### config.mk
export PLATFORM = sky130hd
export DESIGN_NAME = e1_status_regs
export DESIGN_NICKNAME = d
export VERILOG_FILES = /design/src/core/e1_status_pkg.sv /design/src/core/counter_if.sv /design/src/core/e1_status_regs.sv /design/src/core/error_counter.sv
export VERILOG_INCLUDE_DIRS = /design/src /design/src/core
export SDC_FILE = /design/constraint.sdc
export NUM_CORES = 1
export LEC_CHECK = 0
export BUFFER_PORTS_ARGS = -buffer_cell sky130_fd_sc_hd__clkbuf_2
export CORE_AREA = 10 10 136 138
export DETAILED_ROUTE_END_ITERATION = 7
export DIE_AREA = 0 0 146 148
export PLACE_DENSITY = 0.8
export SYNTH_ARGS = -nofsm -noshare
export SYNTH_HDL_FRONTEND = slang
export SYNTH_SLANG_ARGS = --single-unit
### constraint.sdc
create_clock -name ref_clk_in -period 4.38 [get_ports ref_clk_in]
set_input_delay 0.438 -clock ref_clk_in [delete_from_list [all_inputs] [get_ports ref_clk_in]]
set_output_delay 0.438 -clock ref_clk_in [all_outputs]
set_load 0.1 [all_outputs]
### src/core/e1_status_params.svh
/*
 * Offsets, field positions, reset values and timing counts of the E1 status,
 * mask and error-counter block.
 * Assumes a 25 MHz reference clock and a 2.048 MHz receive line clock.
 */
`ifndef E1_STATUS_PARAMS_SVH
`define E1_STATUS_PARAMS_SVH

// register offsets on the parallel control port
`define OFS_VIOL_HIGH     8'h00
`define OFS_VIOL_LOW      8'h01
`define OFS_CRC_HIGH      8'h02
`define OFS_CRC_LOW       8'h03
`define OFS_ALARM_STATUS  8'h06
`define OFS_EVENT_STATUS  8'h07
`define OFS_ALARM_MASK    8'h16
`define OFS_EVENT_MASK    8'h17

// bit positions in frame_event_status and event_interrupt_mask
`define EV_RX_MF          7
`define EV_RX_ALIGN       6
`define EV_TX_MF          5
`define EV_TIMER          4
`define EV_TX_ALIGN       3
`define EV_TX_CLK_LOSS    2
`define EV_RX_CRC_MF      1
`define EV_TX_SLIP        0
// bit position of the sync-loss alarm in alarm_status
`define AL_SYNC_LOSS      0

// reset values
`define MASK_RESET        8'h00
`define STATUS_RESET      8'h00

// counter index, saturation values and field layout of offset 02
`define CNT_VIOL          0
`define CNT_CRC           1
`define CNT_FAS           2
`define CNT_EBIT          3
`define VIOL_MAX          16'hFFFF
`define CRC_MAX           16'h03FF
`define FAS_MAX           16'h0FFF
`define EBIT_MAX          16'h03FF
`define CRC_HIGH_MSB      9
`define CRC_HIGH_LSB      8
`define FAS_TOP_MSB       11
`define FAS_TOP_LSB       6

// timing: transmit clock loss after one channel time (least time, rounded up)
`define CLK_PERIOD_NS     40
`define TRANSMIT_CLOCK_INPUT_LOSS_NS      3900
`define TRANSMIT_CLOCK_INPUT_LOSS_CYCLES  ((`TRANSMIT_CLOCK_INPUT_LOSS_NS + `CLK_PERIOD_NS - 1) / `CLK_PERIOD_NS)
// timing in receive line clock edges
`define RCLK_HZ           2048000
`define FAST_US           62500
`define ARB_MF_US         2000
`define SEC_EDGES         (`RCLK_HZ)
`define FAST_EDGES        ((`RCLK_HZ / 1000) * `FAST_US / 1000)
`define ARB_MF_EDGES      ((`RCLK_HZ / 1000) * `ARB_MF_US / 1000)

`endif

### src/core/e1_status_pkg.sv
/*
 * Types of the E1 status block: the state records of the main module and
 * of the error counter.
 * Assumes the widths fixed in e1_status_params.svh.
 */
package e1_status_pkg;

    // state of one saturating error counter
    typedef struct packed {
        logic [15:0] run;       // count of the current interval
        logic [15:0] held;      // count of the previous interval
    } cnt_state_s;

    // whole state of the status and mask block
    typedef struct packed {
        logic        rclk_s1;   // receive clock synchroniser, first stage
        logic        rclk_s2;   // receive clock synchroniser, second stage
        logic        rclk_d;    // delayed copy for edge detection
        logic        transmit_clock_input_s1;   // transmit clock synchroniser, first stage
        logic        transmit_clock_input_s2;   // transmit clock synchroniser, second stage
        logic        transmit_clock_input_d;    // delayed copy for edge detection
        logic [6:0]  transmit_clock_input_idle; // cycles since last transmit clock edge
        logic        transmit_clock_input_lost; // live loss-of-transmit-clock condition
        logic [20:0] ivl_cnt;   // receive clock edges in this interval
        logic [11:0] arb_cnt;   // receive clock edges for free-running crc mf
        logic [7:0]  sr1;       // alarm_status
        logic [7:0]  sr2;       // frame_event_status
        logic [7:0]  alarm_interrupt_mask;      // alarm_interrupt_mask
        logic [7:0]  event_interrupt_mask;      // event_interrupt_mask
        logic        mark_pol;  // polarity of last mark
        logic        mark_seen; // a mark has been seen
        logic        bpv_pol;   // polarity of last bipolar violation
        logic        bpv_seen;  // a bipolar violation has been seen
        logic [7:0]  rd_data;   // read data holding register
    } state_s;

endpackage : e1_status_pkg

### src/core/counter_if.sv
/*
 * Link between the status block and one error counter.
 * Assumes both ends run on the same reference clock.
 */
`timescale 1ns/100ps
interface counter_if;
    logic        inc;   // count one error this cycle
    logic        latch; // interval boundary: transfer and restart
    logic [15:0] held;  // count of the previous interval

    modport owner   (output inc, output latch, input held);
    modport counter (input inc, input latch, output held);
endinterface : counter_if

### src/core/e1_status_regs.sv
/*
 * Status flags, interrupt masks and latched error counters of an E1 framer,
 * reached over the parallel control port.
 * Assumes framer events arrive as one-cycle pulses on ref_clk_in; the
 * receive and transmit line clocks arrive from pins and are synchronised.
 *
 */
`timescale 1ns/100ps
`include "e1_status_params.svh"
module e1_status_regs
    import e1_status_pkg::*;
#(
    parameter int SEC_EDGES  = `SEC_EDGES,  // receive clock edges per second
    parameter int FAST_EDGES = `FAST_EDGES  // receive clock edges per fast interval
) (
    input  wire logic        ref_clk_in,         // 25 MHz reference clock
    input  wire logic        reset_in,           // synchronous, active high
    input  wire logic        ce_in,              // clock enable, freezes all state
    // parallel control port
    input  wire logic [7:0]  addr_in,            // register offset
    input  wire logic        wr_en_in,           // write strobe
    input  wire logic [7:0]  wr_data_in,         // write data
    input  wire logic        rd_en_in,           // read strobe
    output logic      [7:0]  rd_data_out,        // read data, one cycle later
    output logic             irq_out,            // interrupt, active high
    // line clock pins
    input  wire logic        rx_line_clk_in,     // receive line clock pin
    input  wire logic        transmit_clock_input_in, // transmit clock pin
    // framer events, one-cycle pulses
    input  wire logic        rx_mf_in,           // receive signaling multiframe start
    input  wire logic        rx_align_in,        // receive align frame start
    input  wire logic        tx_mf_in,           // transmit multiframe start
    input  wire logic        tx_align_in,        // transmit align frame start
    input  wire logic        rx_crc_mf_in,       // receive crc4 multiframe start
    input  wire logic        tx_slip_in,         // transmit elastic store slip
    input  wire logic [7:0]  alarm_in,           // receive alarm levels
    // line code and error events
    input  wire logic        rx_mark_in,         // a mark was received
    input  wire logic        rx_mark_neg_in,     // its polarity is negative
    input  wire logic        rx_hdb3_code_in,    // the mark is a valid hdb3 codeword
    input  wire logic        crc_error_in,       // crc4 word error
    input  wire logic        fas_error_in,       // frame alignment word error
    input  wire logic        ebit_error_in,      // received e-bit at zero
    input  wire logic        crc_sync_loss_in,   // crc4 multiframe sync lost
    // control bits
    input  wire logic        fast_interval_in,   // common_control_two bit 7
    input  wire logic        code_viol_mode_in,  // common_control_two bit 6
    input  wire logic        hdb3_enable_in,     // common_control_one bit 2
    input  wire logic        crc4_enable_in,     // common_control_one bit 0
    input  wire logic        clk_loss_pin_en_in, // transmit_control_two bit 0
    // outputs to the framer and other register blocks
    output logic             tx_clock_loss_out,  // loss of transmit clock pin
    output logic      [11:0] fas_count_out,      // previous interval fas count
    output logic      [9:0]  ebit_count_out      // previous interval e-bit count
);

    ////////////////////////////////////////////////////////////////////////////
    // declarations

    state_s      st_r;            // registered state
    state_s      st_nxt;          // next state
    counter_if   cif [4] ();      // one link per error counter
    logic [15:0] held [4];        // latched counts, by index
    logic [3:0]  inc;             // error pulses, by index
    logic        rclk_rise;       // receive clock rising edge
    logic        ivl_tick;        // interval boundary
    logic        arb_tick;        // free-running 2ms boundary
    logic        bpv_raw;         // same-polarity mark, codewords included
    logic        bipolar_violation;             // bipolar violation this cycle
    logic        cv;              // code violation this cycle
    logic        frame_loss;      // frame alignment lost
    logic [7:0]  ev_set;          // event flags to set
    logic        rd_sr1;          // read of alarm status
    logic        rd_sr2;          // read of event status
    logic [20:0] ivl_limit;       // last edge count of this interval

    ////////////////////////////////////////////////////////////////////////////
    // error counters

    // four identical counters; only saturation value differs
    localparam logic [15:0] CNT_MAX [4] = '{`VIOL_MAX, `CRC_MAX, `FAS_MAX, `EBIT_MAX};

    for (genvar i = 0; i < 4; i++) begin : g_cnt
        assign cif[i].inc   = inc[i];
        assign cif[i].latch = ivl_tick && ce_in;
        assign held[i]      = cif[i].held;
        error_counter #(
            .MAX (CNT_MAX[i])
        ) u_cnt (
            .ref_clk_in (ref_clk_in),
            .reset_in   (reset_in),
            .ce_in      (ce_in),
            .cnt        (cif[i])
        );
    end

    assign fas_count_out  = held[`CNT_FAS][11:0];
    assign ebit_count_out = held[`CNT_EBIT][9:0];

    ////////////////////////////////////////////////////////////////////////////
    // decode of events

    // edges are taken only from second synchroniser stage onward
    assign rclk_rise  = st_r.rclk_s2 && !st_r.rclk_d;
    assign frame_loss = alarm_in[`AL_SYNC_LOSS];
    // fast interval bit picks the shorter period
    assign ivl_limit  = fast_interval_in ? 21'(FAST_EDGES - 1) : 21'(SEC_EDGES - 1);
    assign ivl_tick   = rclk_rise && (st_r.ivl_cnt >= ivl_limit);
    assign arb_tick   = rclk_rise && (st_r.arb_cnt == 12'(`ARB_MF_EDGES - 1));
    assign rd_sr1     = rd_en_in && (addr_in == `OFS_ALARM_STATUS);
    assign rd_sr2     = rd_en_in && (addr_in == `OFS_EVENT_STATUS);

    // line code checking: violation when two marks share a polarity
    always_comb begin
        bpv_raw = rx_mark_in && st_r.mark_seen && (rx_mark_neg_in == st_r.mark_pol);
        bipolar_violation     = bpv_raw;
        // a codeword substitution is not an error in hdb3 mode
        if (hdb3_enable_in && rx_hdb3_code_in) begin
            bipolar_violation = 1'b0;
        end
        // code violation: bipolar violation matching the previous one;
        // codewords alternate in polarity, so they must stay in the history
        cv = bpv_raw && st_r.bpv_seen && (rx_mark_neg_in == st_r.bpv_pol);
    end

    // error pulses per counter
    always_comb begin
        inc = 4'h0;
        // violations count at all times, regardless of sync
        inc[`CNT_VIOL] = code_viol_mode_in ? cv : bipolar_violation;
        // crc errors stop during frame or crc multiframe sync loss
        inc[`CNT_CRC]  = crc_error_in && !frame_loss && !crc_sync_loss_in;
        inc[`CNT_FAS]  = fas_error_in && !frame_loss;
        inc[`CNT_EBIT] = ebit_error_in && !frame_loss && !crc_sync_loss_in;
    end

    // event flags raised this cycle
    always_comb begin
        ev_set                  = 8'h00;
        ev_set[`EV_RX_MF]       = rx_mf_in;
        ev_set[`EV_RX_ALIGN]    = rx_align_in;
        ev_set[`EV_TX_MF]       = tx_mf_in;
        ev_set[`EV_TIMER]       = ivl_tick;
        ev_set[`EV_TX_ALIGN]    = tx_align_in;
        ev_set[`EV_TX_CLK_LOSS] = st_r.transmit_clock_input_lost;
        // without crc4 a free 2ms boundary keeps the flag going
        ev_set[`EV_RX_CRC_MF]   = crc4_enable_in ? rx_crc_mf_in : arb_tick;
        ev_set[`EV_TX_SLIP]     = tx_slip_in;
    end

    ////////////////////////////////////////////////////////////////////////////
    // next state

    always_comb begin
        st_nxt = st_r;

        // synchronisers: first stage feeds only the second
        st_nxt.rclk_s1 = rx_line_clk_in;
        st_nxt.rclk_s2 = st_r.rclk_s1;
        st_nxt.rclk_d  = st_r.rclk_s2;
        st_nxt.transmit_clock_input_s1 = transmit_clock_input_in;
        st_nxt.transmit_clock_input_s2 = st_r.transmit_clock_input_s1;
        st_nxt.transmit_clock_input_d  = st_r.transmit_clock_input_s2;

        // transmit clock watchdog: any transition restarts it
        if (st_r.transmit_clock_input_s2 != st_r.transmit_clock_input_d) begin
            st_nxt.transmit_clock_input_idle = 7'h00;
            st_nxt.transmit_clock_input_lost = 1'b0;
        end else if (st_r.transmit_clock_input_idle >= 7'(`TRANSMIT_CLOCK_INPUT_LOSS_CYCLES - 1)) begin
            st_nxt.transmit_clock_input_lost = 1'b1;
        end else begin
            st_nxt.transmit_clock_input_idle = st_r.transmit_clock_input_idle + 7'h01;
        end

        // interval timer, counted in receive clock edges
        if (ivl_tick) begin
            st_nxt.ivl_cnt = 21'h000000;
        end else if (rclk_rise) begin
            st_nxt.ivl_cnt = st_r.ivl_cnt + 21'h000001;
        end

        // free-running 2ms count for the crc multiframe flag
        if (arb_tick) begin
            st_nxt.arb_cnt = 12'h000;
        end else if (rclk_rise) begin
            st_nxt.arb_cnt = st_r.arb_cnt + 12'h001;
        end

        // mark and violation polarity history
        if (rx_mark_in) begin
            st_nxt.mark_pol  = rx_mark_neg_in;
            st_nxt.mark_seen = 1'b1;
        end
        // every violation feeds the history, even one excused as a codeword
        if (bpv_raw) begin
            st_nxt.bpv_pol  = rx_mark_neg_in;
            st_nxt.bpv_seen = 1'b1;
        end

        // status: read clears, but a new event in the same cycle wins
        st_nxt.sr2 = (st_r.sr2 & ~(rd_sr2 ? 8'hFF : 8'h00)) | ev_set;
        // alarms stay set while their condition holds
        st_nxt.sr1 = (st_r.sr1 & ~(rd_sr1 ? 8'hFF : 8'h00)) | alarm_in;

        // mask registers
        if (wr_en_in && addr_in == `OFS_ALARM_MASK) begin
            st_nxt.alarm_interrupt_mask = wr_data_in;
        end
        if (wr_en_in && addr_in == `OFS_EVENT_MASK) begin
            st_nxt.event_interrupt_mask = wr_data_in;
        end

        // read data, registered; unmapped offsets read zero
        if (rd_en_in) begin
            unique case (addr_in)
                `OFS_VIOL_HIGH:    st_nxt.rd_data = held[`CNT_VIOL][15:8];
                `OFS_VIOL_LOW:     st_nxt.rd_data = held[`CNT_VIOL][7:0];
                `OFS_CRC_HIGH:     st_nxt.rd_data = {held[`CNT_FAS][`FAS_TOP_MSB:`FAS_TOP_LSB],
                                                     held[`CNT_CRC][`CRC_HIGH_MSB:`CRC_HIGH_LSB]};
                `OFS_CRC_LOW:      st_nxt.rd_data = held[`CNT_CRC][7:0];
                `OFS_ALARM_STATUS: st_nxt.rd_data = st_r.sr1;
                `OFS_EVENT_STATUS: st_nxt.rd_data = st_r.sr2;
                `OFS_ALARM_MASK:   st_nxt.rd_data = st_r.alarm_interrupt_mask;
                `OFS_EVENT_MASK:   st_nxt.rd_data = st_r.event_interrupt_mask;
                default:           st_nxt.rd_data = 8'h00;
            endcase
        end
    end

    ////////////////////////////////////////////////////////////////////////////
    // state register

    // masks start cleared so nothing interrupts before the host asks
    always_ff @(posedge ref_clk_in) begin
        if (reset_in) begin
            st_r      <= '0;
            st_r.sr1  <= `STATUS_RESET;
            st_r.sr2  <= `STATUS_RESET;
            st_r.alarm_interrupt_mask <= `MASK_RESET;
            st_r.event_interrupt_mask <= `MASK_RESET;
        end else if (ce_in) begin
            st_r <= st_nxt;
        end
    end

    ////////////////////////////////////////////////////////////////////////////
    // outputs

    assign rd_data_out       = st_r.rd_data;
    // level interrupt: drops once no enabled flag remains
    assign irq_out           = |(st_r.sr1 & st_r.alarm_interrupt_mask) | |(st_r.sr2 & st_r.event_interrupt_mask);
    // pin follows the live condition, gated by its enable
    assign tx_clock_loss_out = st_r.transmit_clock_input_lost && clk_loss_pin_en_in;
endmodule : e1_status_regs

### src/core/error_counter.sv
/*
 * One saturating error counter with a latched copy of the last interval.
 * Assumes inc and latch are one-cycle pulses on ref_clk_in.
 */
`timescale 1ns/100ps
`include "e1_status_params.svh"
module error_counter
    import e1_status_pkg::*;
#(
    parameter logic [15:0] MAX = `VIOL_MAX   // saturation value
) (
    input  wire logic  ref_clk_in,
    input  wire logic  reset_in,
    input  wire logic  ce_in,
    counter_if.counter cnt
);

    cnt_state_s st_r;   // registered state
    cnt_state_s st_nxt; // next state

    assign cnt.held = st_r.held;

    // count, saturate, transfer on boundary
    always_comb begin
        st_nxt = st_r;
        if (cnt.latch) begin
            // an error on the boundary belongs to the new interval
            st_nxt.held = st_r.run;
            st_nxt.run  = cnt.inc ? 16'h0001 : 16'h0000;
        end else if (cnt.inc && st_r.run != MAX) begin
            st_nxt.run = st_r.run + 16'h0001;
        end
    end

    // state register, frozen while the clock enable is low
    always_ff @(posedge ref_clk_in) begin
        if (reset_in) begin
            st_r <= '0;
        end else if (ce_in) begin
            st_r <= st_nxt;
        end
    end
endmodule : error_counter

== Word level (Yosys, flattened, before mapping) ==
Cells that the tools add are included.

* Flip-flop bits (word level): 203
* Bits in latches: 0
* Bits in writable memories: 0
* Input port bits: 49
* Output and inout bits: 32
* Memories kept: 0
* Word-level logic and storage cells: 137
* Memory bits (read-only): 0

* Bitwise gates (word level): 9
* Multiply operators: 0
* Reductions and logical operators: 50
* $lt $le $gt $ge: 2
* Shifts and indexed selects: 0
* $add $sub $neg: 7
* Equal/unequal tests: 16
* Muxes and demuxes: 26
* Div/mod/pow operators: 0

{| class="wikitable"
|+ Operators by type and width
! operator !! count
|-
| 2-to-1 mux 16 bit || 8
|-
| adder 16 x 1 -> 16 bit, second input constant || 4
|-
| one-hot mux 8 bit (8 select lines) || 1
|-
| 2-to-1 mux 21 bit || 3
|-
| bitwise AND 8 bit || 4
|-
| inequality test 16 x 10 -> 1 bit, second input constant || 2
|-
| AND reduction 2 bit || 14
|-
| 2-to-1 mux 12 bit || 2
|-
| 2-to-1 mux 8 bit || 3
|-
| logical AND 1 bit || 23
|-
| adder 21 x 1 -> 21 bit, second input constant || 1
|-
| >= comparator 21 bit || 1
|-
| == test 8 x 2 -> 1 bit, second input constant || 2
|-
| == test 8 x 3 -> 1 bit, second input constant || 2
|-
| == test 8 x 5 -> 1 bit, second input constant || 2
|-
| inequality test 16 x 12 -> 1 bit, second input constant || 1
|-
| inequality test 16 bit, second input constant || 1
|-
| inverter 8 bit || 2
|-
| OR 8 bit || 2
|-
| OR reduction 8 bit || 2
|-
| nonzero test 2 bit || 7
|-
| adder 12 x 1 -> 12 bit, second input constant || 1
|-
| == test 12 bit, second input constant || 1
|-
| == test 8 x 1 -> 1 bit, second input constant || 1
|-
| other kinds (10) || 20
|}

== Depth between registers and ports, before layout ==
* Depth in word-level cells: 8
* Mapped depth: 10
* Depth with buffers taken out: 8

== Cells and area by module ==
A second synthesis with hierarchy kept.

* Cells, all modules: 1325
* Area total of the unflattened synthesis: 11145.7 um2

{| class="wikitable"
|+ Modules (own cells, without submodules)
! module !! instances !! cells an instance !! seq. area each (um2) !! area each (um2)
|-
| e1_status_regs || 1 || 471 || 1821.7 || 4533.1
|-
| error_counter at g_cnt[1].u_cnt ... || 2 || 219 || 640.6 || 1676.6
|-
| error_counter at g_cnt[2].u_cnt || 1 || 211 || 640.6 || 1645.3
|-
| error_counter at g_cnt[0].u_cnt || 1 || 205 || 640.6 || 1614.0
|}

== Worst setup path after synthesis ==
No wires, ideal clock.

* Kind: input -> register
* Start: input fast_interval_in
* End: register g_cnt[0].u_cnt.st_r, in the netlist g_cnt[0].u_cnt.cnt.held[0]
* Required time: 4.252 ns
* Data arrival time: 2.017 ns
* Library setup time: 0.128 ns
* Stages: 9
* Buffers on the path: 2
* Slack: 2.236 ns
* Cells stage by stage: ha_1 > nand4_1 > nor4_2 > a21oi_2 > a21oi_2 > buf_6 > buf_6 > mux2i_1 > nor2_1

* Longest elaborated chain between the ends: 5

{| class="wikitable"
|+ Ends and longest elaborated chain
! element !! RTL line !! RTL
|-
| from (decl) || e1_status_regs.sv:46 || <nowiki>input wire logic fast_interval_in,</nowiki>
|-
| 2-to-1 mux 21 bit || e1_status_regs.sv:107 || <nowiki>assign ivl_limit = fast_interval_in ? 21'(FAST_EDGES - 1) : 21'(SEC_EDGES - 1);</nowiki>
|-
| >= comparator 21 bit || e1_status_regs.sv:108 || <nowiki>assign ivl_tick = rclk_rise && (st_r.ivl_cnt >= ivl_limit);</nowiki>
|-
| logical AND 1 bit || e1_status_regs.sv:108 ||
|-
| logical AND 1 bit || e1_status_regs.sv:85 || <nowiki>assign cif[i].latch = ivl_tick && ce_in;</nowiki>
|-
| AND reduction 2 bit (no line) || - ||
|-
| to (signal assigned) || error_counter.sv:40 || <nowiki>st_r <= st_nxt;</nowiki>
|-
| to (decl) || error_counter.sv:18 || <nowiki>cnt_state_s st_r;</nowiki>
|}

No other way between the ends.
A chain may end at the register's enable or synchronous reset.

== Worst setup path in the final report ==
* Start: register st_r[74] (netlist name)
* End: register g_cnt[0].u_cnt.st_r, in the netlist g_cnt[0].u_cnt.cnt.held[2]

* Longest elaborated chain between the ends: 4

{| class="wikitable"
|+ Ends and longest elaborated chain
! element !! RTL line !! RTL
|-
| from (decl) || e1_status_regs.sv:60 || <nowiki>state_s st_r;</nowiki>
|-
| from (signal assigned) || e1_status_regs.sv:242 || <nowiki>st_r <= st_nxt;</nowiki>
|-
| >= comparator 21 bit || e1_status_regs.sv:108 ||
|-
| logical AND 1 bit || e1_status_regs.sv:108 ||
|-
| logical AND 1 bit || e1_status_regs.sv:85 ||
|-
| AND reduction 2 bit (no line) || - ||
|}

No other way between the ends.

==> flow_metrics.env <==
export IMPL_status="completed"
export IMPL_clock_path_buffers=3
export IMPL_syn2layout_area_growth_pct=11.6
export IMPL_crit_buf_inv=1
export IMPL_fp_dieH_um=148
export IMPL_start_kind="flop"
export IMPL_worstSkewPairLatency_ns=0.49
export IMPL_fin_ws_ns=1.63
export IMPL_coreArea_mm2=0.0157
export IMPL_ys_warn_count=0
export IMPL_synth_area_mm2=0.00937
export IMPL_place_gp_congestion=0.886
export IMPL_crit_required_ns=4.72
export IMPL_ys_types=64
export IMPL_initial_core_util_pct=59.6
export IMPL_finalInstanceArea_mm2=0.0105
export IMPL_syn_num_nets=1095
export IMPL_syn_instance_count=1030
export IMPL_grt_pass1_wl_mm=34.4
export IMPL_grt_ovfl_total=0
export IMPL_reg2reg_slack_ns=1.63
export IMPL_layoutNonFillerInstCount=1301
export IMPL_relSlewSlack_pct=34.0
export IMPL_fp_row_count=46
export IMPL_diodes=0
export IMPL_crit_chain="ha_1, nand4_1, nor4_2, a21oi_2, a21oi_4, buf_4, mux2i_1, nor2_1"
export IMPL_hold_viol_final=0
export IMPL_drtIter0Drc=524
export IMPL_hold_depth=2
export IMPL_cap_violations=0
export IMPL_period_needed_ns=2.75
export IMPL_htreeDepth=1
export IMPL_ctsHoldBuffers=0
export IMPL_r2r_start="st_r[74]"
export IMPL_async_flop_share_pct=0
export IMPL_cpPeakStageDelay_ns=0.73
export IMPL_met2_usage_pct=30.3
export IMPL_path_delay_family="buffers and inverters"
export IMPL_wirelength_mm=20.7
export IMPL_slew_violations=0
export IMPL_seq_area_frac_synth_pct=43.4
export IMPL_min_period_over_period_pct=62.7
export IMPL_grt_use_met1_pct=24.0
export IMPL_setup_viol=0
export IMPL_tightest_slew_ns=0.989
export IMPL_synth_edff_count=0
export IMPL_grt_total_usage_pct=18.4
export IMPL_vias_per_cell=5.67
export IMPL_synth_main_ff_cell="dfxtp_1"
export IMPL_antenna_found_initial=0
export IMPL_num_vias=7373
export IMPL_grtUsageMet3_pct=3.30
export IMPL_post_dp_hpwl_mm=14.4
export IMPL_first_global_vias=7056
export IMPL_syn_avg_cell_area_um2=9.09
export IMPL_tritoncts="built"
export IMPL_fmax_ghz=0.364
export IMPL_p_per_area_mw_per_mm2=385
export IMPL_cellLeakagePower_nw=3.96
export IMPL_cts_made_buffers=22
export IMPL_die_w_um=146
export IMPL_post_cts_resized=0
export IMPL_r2r_cells=8
export IMPL_hold_start="reset_in"
export IMPL_ir_worst_vdd_v=0.000276
export IMPL_firstDrtPassIters=5
export IMPL_critPathMaxFanout=56
export IMPL_cts_setup_buffers=0
export IMPL_dp_cells=1261
export IMPL_numPortBuffers=80
export IMPL_io_pins=81
export IMPL_wl_per_cell_um=15.9
export IMPL_worst_ep_arrival_time_ns=3.09
export IMPL_final_common_cell="nor2_1"
export IMPL_die_area_mm2=0.0216
export IMPL_crit_slowest_cell="buf_4"
export IMPL_final_cell_mix="210 x nor2_1, 203 x dfxtp_1, 79 x clkbuf_2, 76 x nand2_1, 75 x mux2i_1"
export IMPL_drc=0
export IMPL_endpoint_kind="flop"
export IMPL_place_area_mm2=0.00965
export IMPL_final_core_util_pct=66.5
export IMPL_rsz0062_at_grt="false"
export IMPL_finClkSkew_ns=0.00897
export IMPL_gr_max_usage_layer="met2"
export IMPL_grt_start_max_net_pins=95
export IMPL_layout_drive_gt1_share_pct=14.8
export IMPL_ctsRootBufferMaster="clkbuf_16"
export IMPL_clkSlewWorstSetupHoldPaths_ns=0.06
export IMPL_worstHoldPathType="in -> reg"
export IMPL_path_class="reg -> reg"
export IMPL_hold_end="st_r[79]"
export IMPL_final_net_count=1134
export IMPL_place_ws_ns=1.37
export IMPL_ant_nets=0
export IMPL_synth_seq_cells=203
export IMPL_tns_ns=0
export IMPL_worst_r2r_endpoint="g_cnt[0].u_cnt.cnt.held[2]"
export IMPL_clkSinkCount=203
[metal layers]
layer | part of all wire [%] | wire (um)
met1 | 45 | 9380
met3 | 5.8 | 1200
met4 | 2.6 | 533
met5 | 0 | 0
met2 | 46 | 9610
[cell usage after synthesis (19+ instances only)]
| cell type | count | area share, % |
|---|---|---|
| buf_4 | 31 | 2.5 |
| nand2_1 | 76 | 3.0 |
| xor2_1 | 64 | 6.0 |
| nand3_1 | 44 | 2.4 |
| nor2_1 | 210 | 8.4 |
| nand4_1 | 32 | 2.1 |
| xnor2_1 | 23 | 2.2 |
| clkbuf_1 | 19 | 0.76 |
| dfxtp_1 | 203 | 43 |
| a22oi_1 | 22 | 1.8 |
| mux2i_1 | 75 | 8.0 |
| a21oi_1 | 32 | 1.7 |
[report_power, final]
group / internal [W] / total, W / switching (W)
registers: 0.00186 / 0.00188 / 0.0000176
logic: 0.0000518 / 0.000143 / 0.0000910
clock network: 0.00128 / 0.00200 / 0.000718
total: 0.00320 / 0.00402 / 0.000827
[flip-flops by register name, indices dropped and copies added, names as in the netlist]
signal                cells
st_r                     78
g_cnt.u_cnt.st_r         64
g_cnt.u_cnt.cnt.held     48
rd_data_out               8
st_nxt                    4
ev_set                    1
[worst max-delay path by stage]
stage / from / to / cells past startpoint
finish: st_r[74] / g_cnt[0].u_cnt.cnt.held[2] / 8
global route: st_r[74] / g_cnt[2].u_cnt.cnt.held[10] / 8
CTS: st_r[74] / g_cnt[0].u_cnt.cnt.held[2] / 8
detailed placement: fast_interval_in / g_cnt[0].u_cnt.cnt.held[2] / 9
global placement: fast_interval_in / g_cnt[3].u_cnt.cnt.held[7] / 9
floorplan: fast_interval_in / g_cnt[0].u_cnt.cnt.held[0] / 9
[through the flow]
stage | power (W) | hold WS [ns]
global route | 0.00414 | 0.180
global placement | 0.00206 | 0.440
detailed placement | 0.00206 | 0.444
floorplan | 0.00201 | 0.428
CTS | 0.00405 | 0.170
finish | 0.00402 | 0.176
[area by class of cell]
class                      count  area (um^2)
multi-input combinational    745         4820
tap                          216          270
sequential                   203         4060
inverter                      10         37.5
timing repair buffer          87          455
fill                        1274         5260
clock inverter                 7          139
clock buffer                  33          663
[logic make-up (layout without fill, tap and decap cells)]
group           count (synthesis)  after routing  share of synthesized area, %
compound gates                115            115                          8.12
fa+ha+maj                      16             16                          2.14
simple gates                  437            437                          22.1
buf+inv                        82            137                          5.20
xor+xnor                       87             87                          8.13
flops                         203            203                          43.4
mux                            90             90                          10.9
No activity file was read; power rests on OpenSTA's default activity.
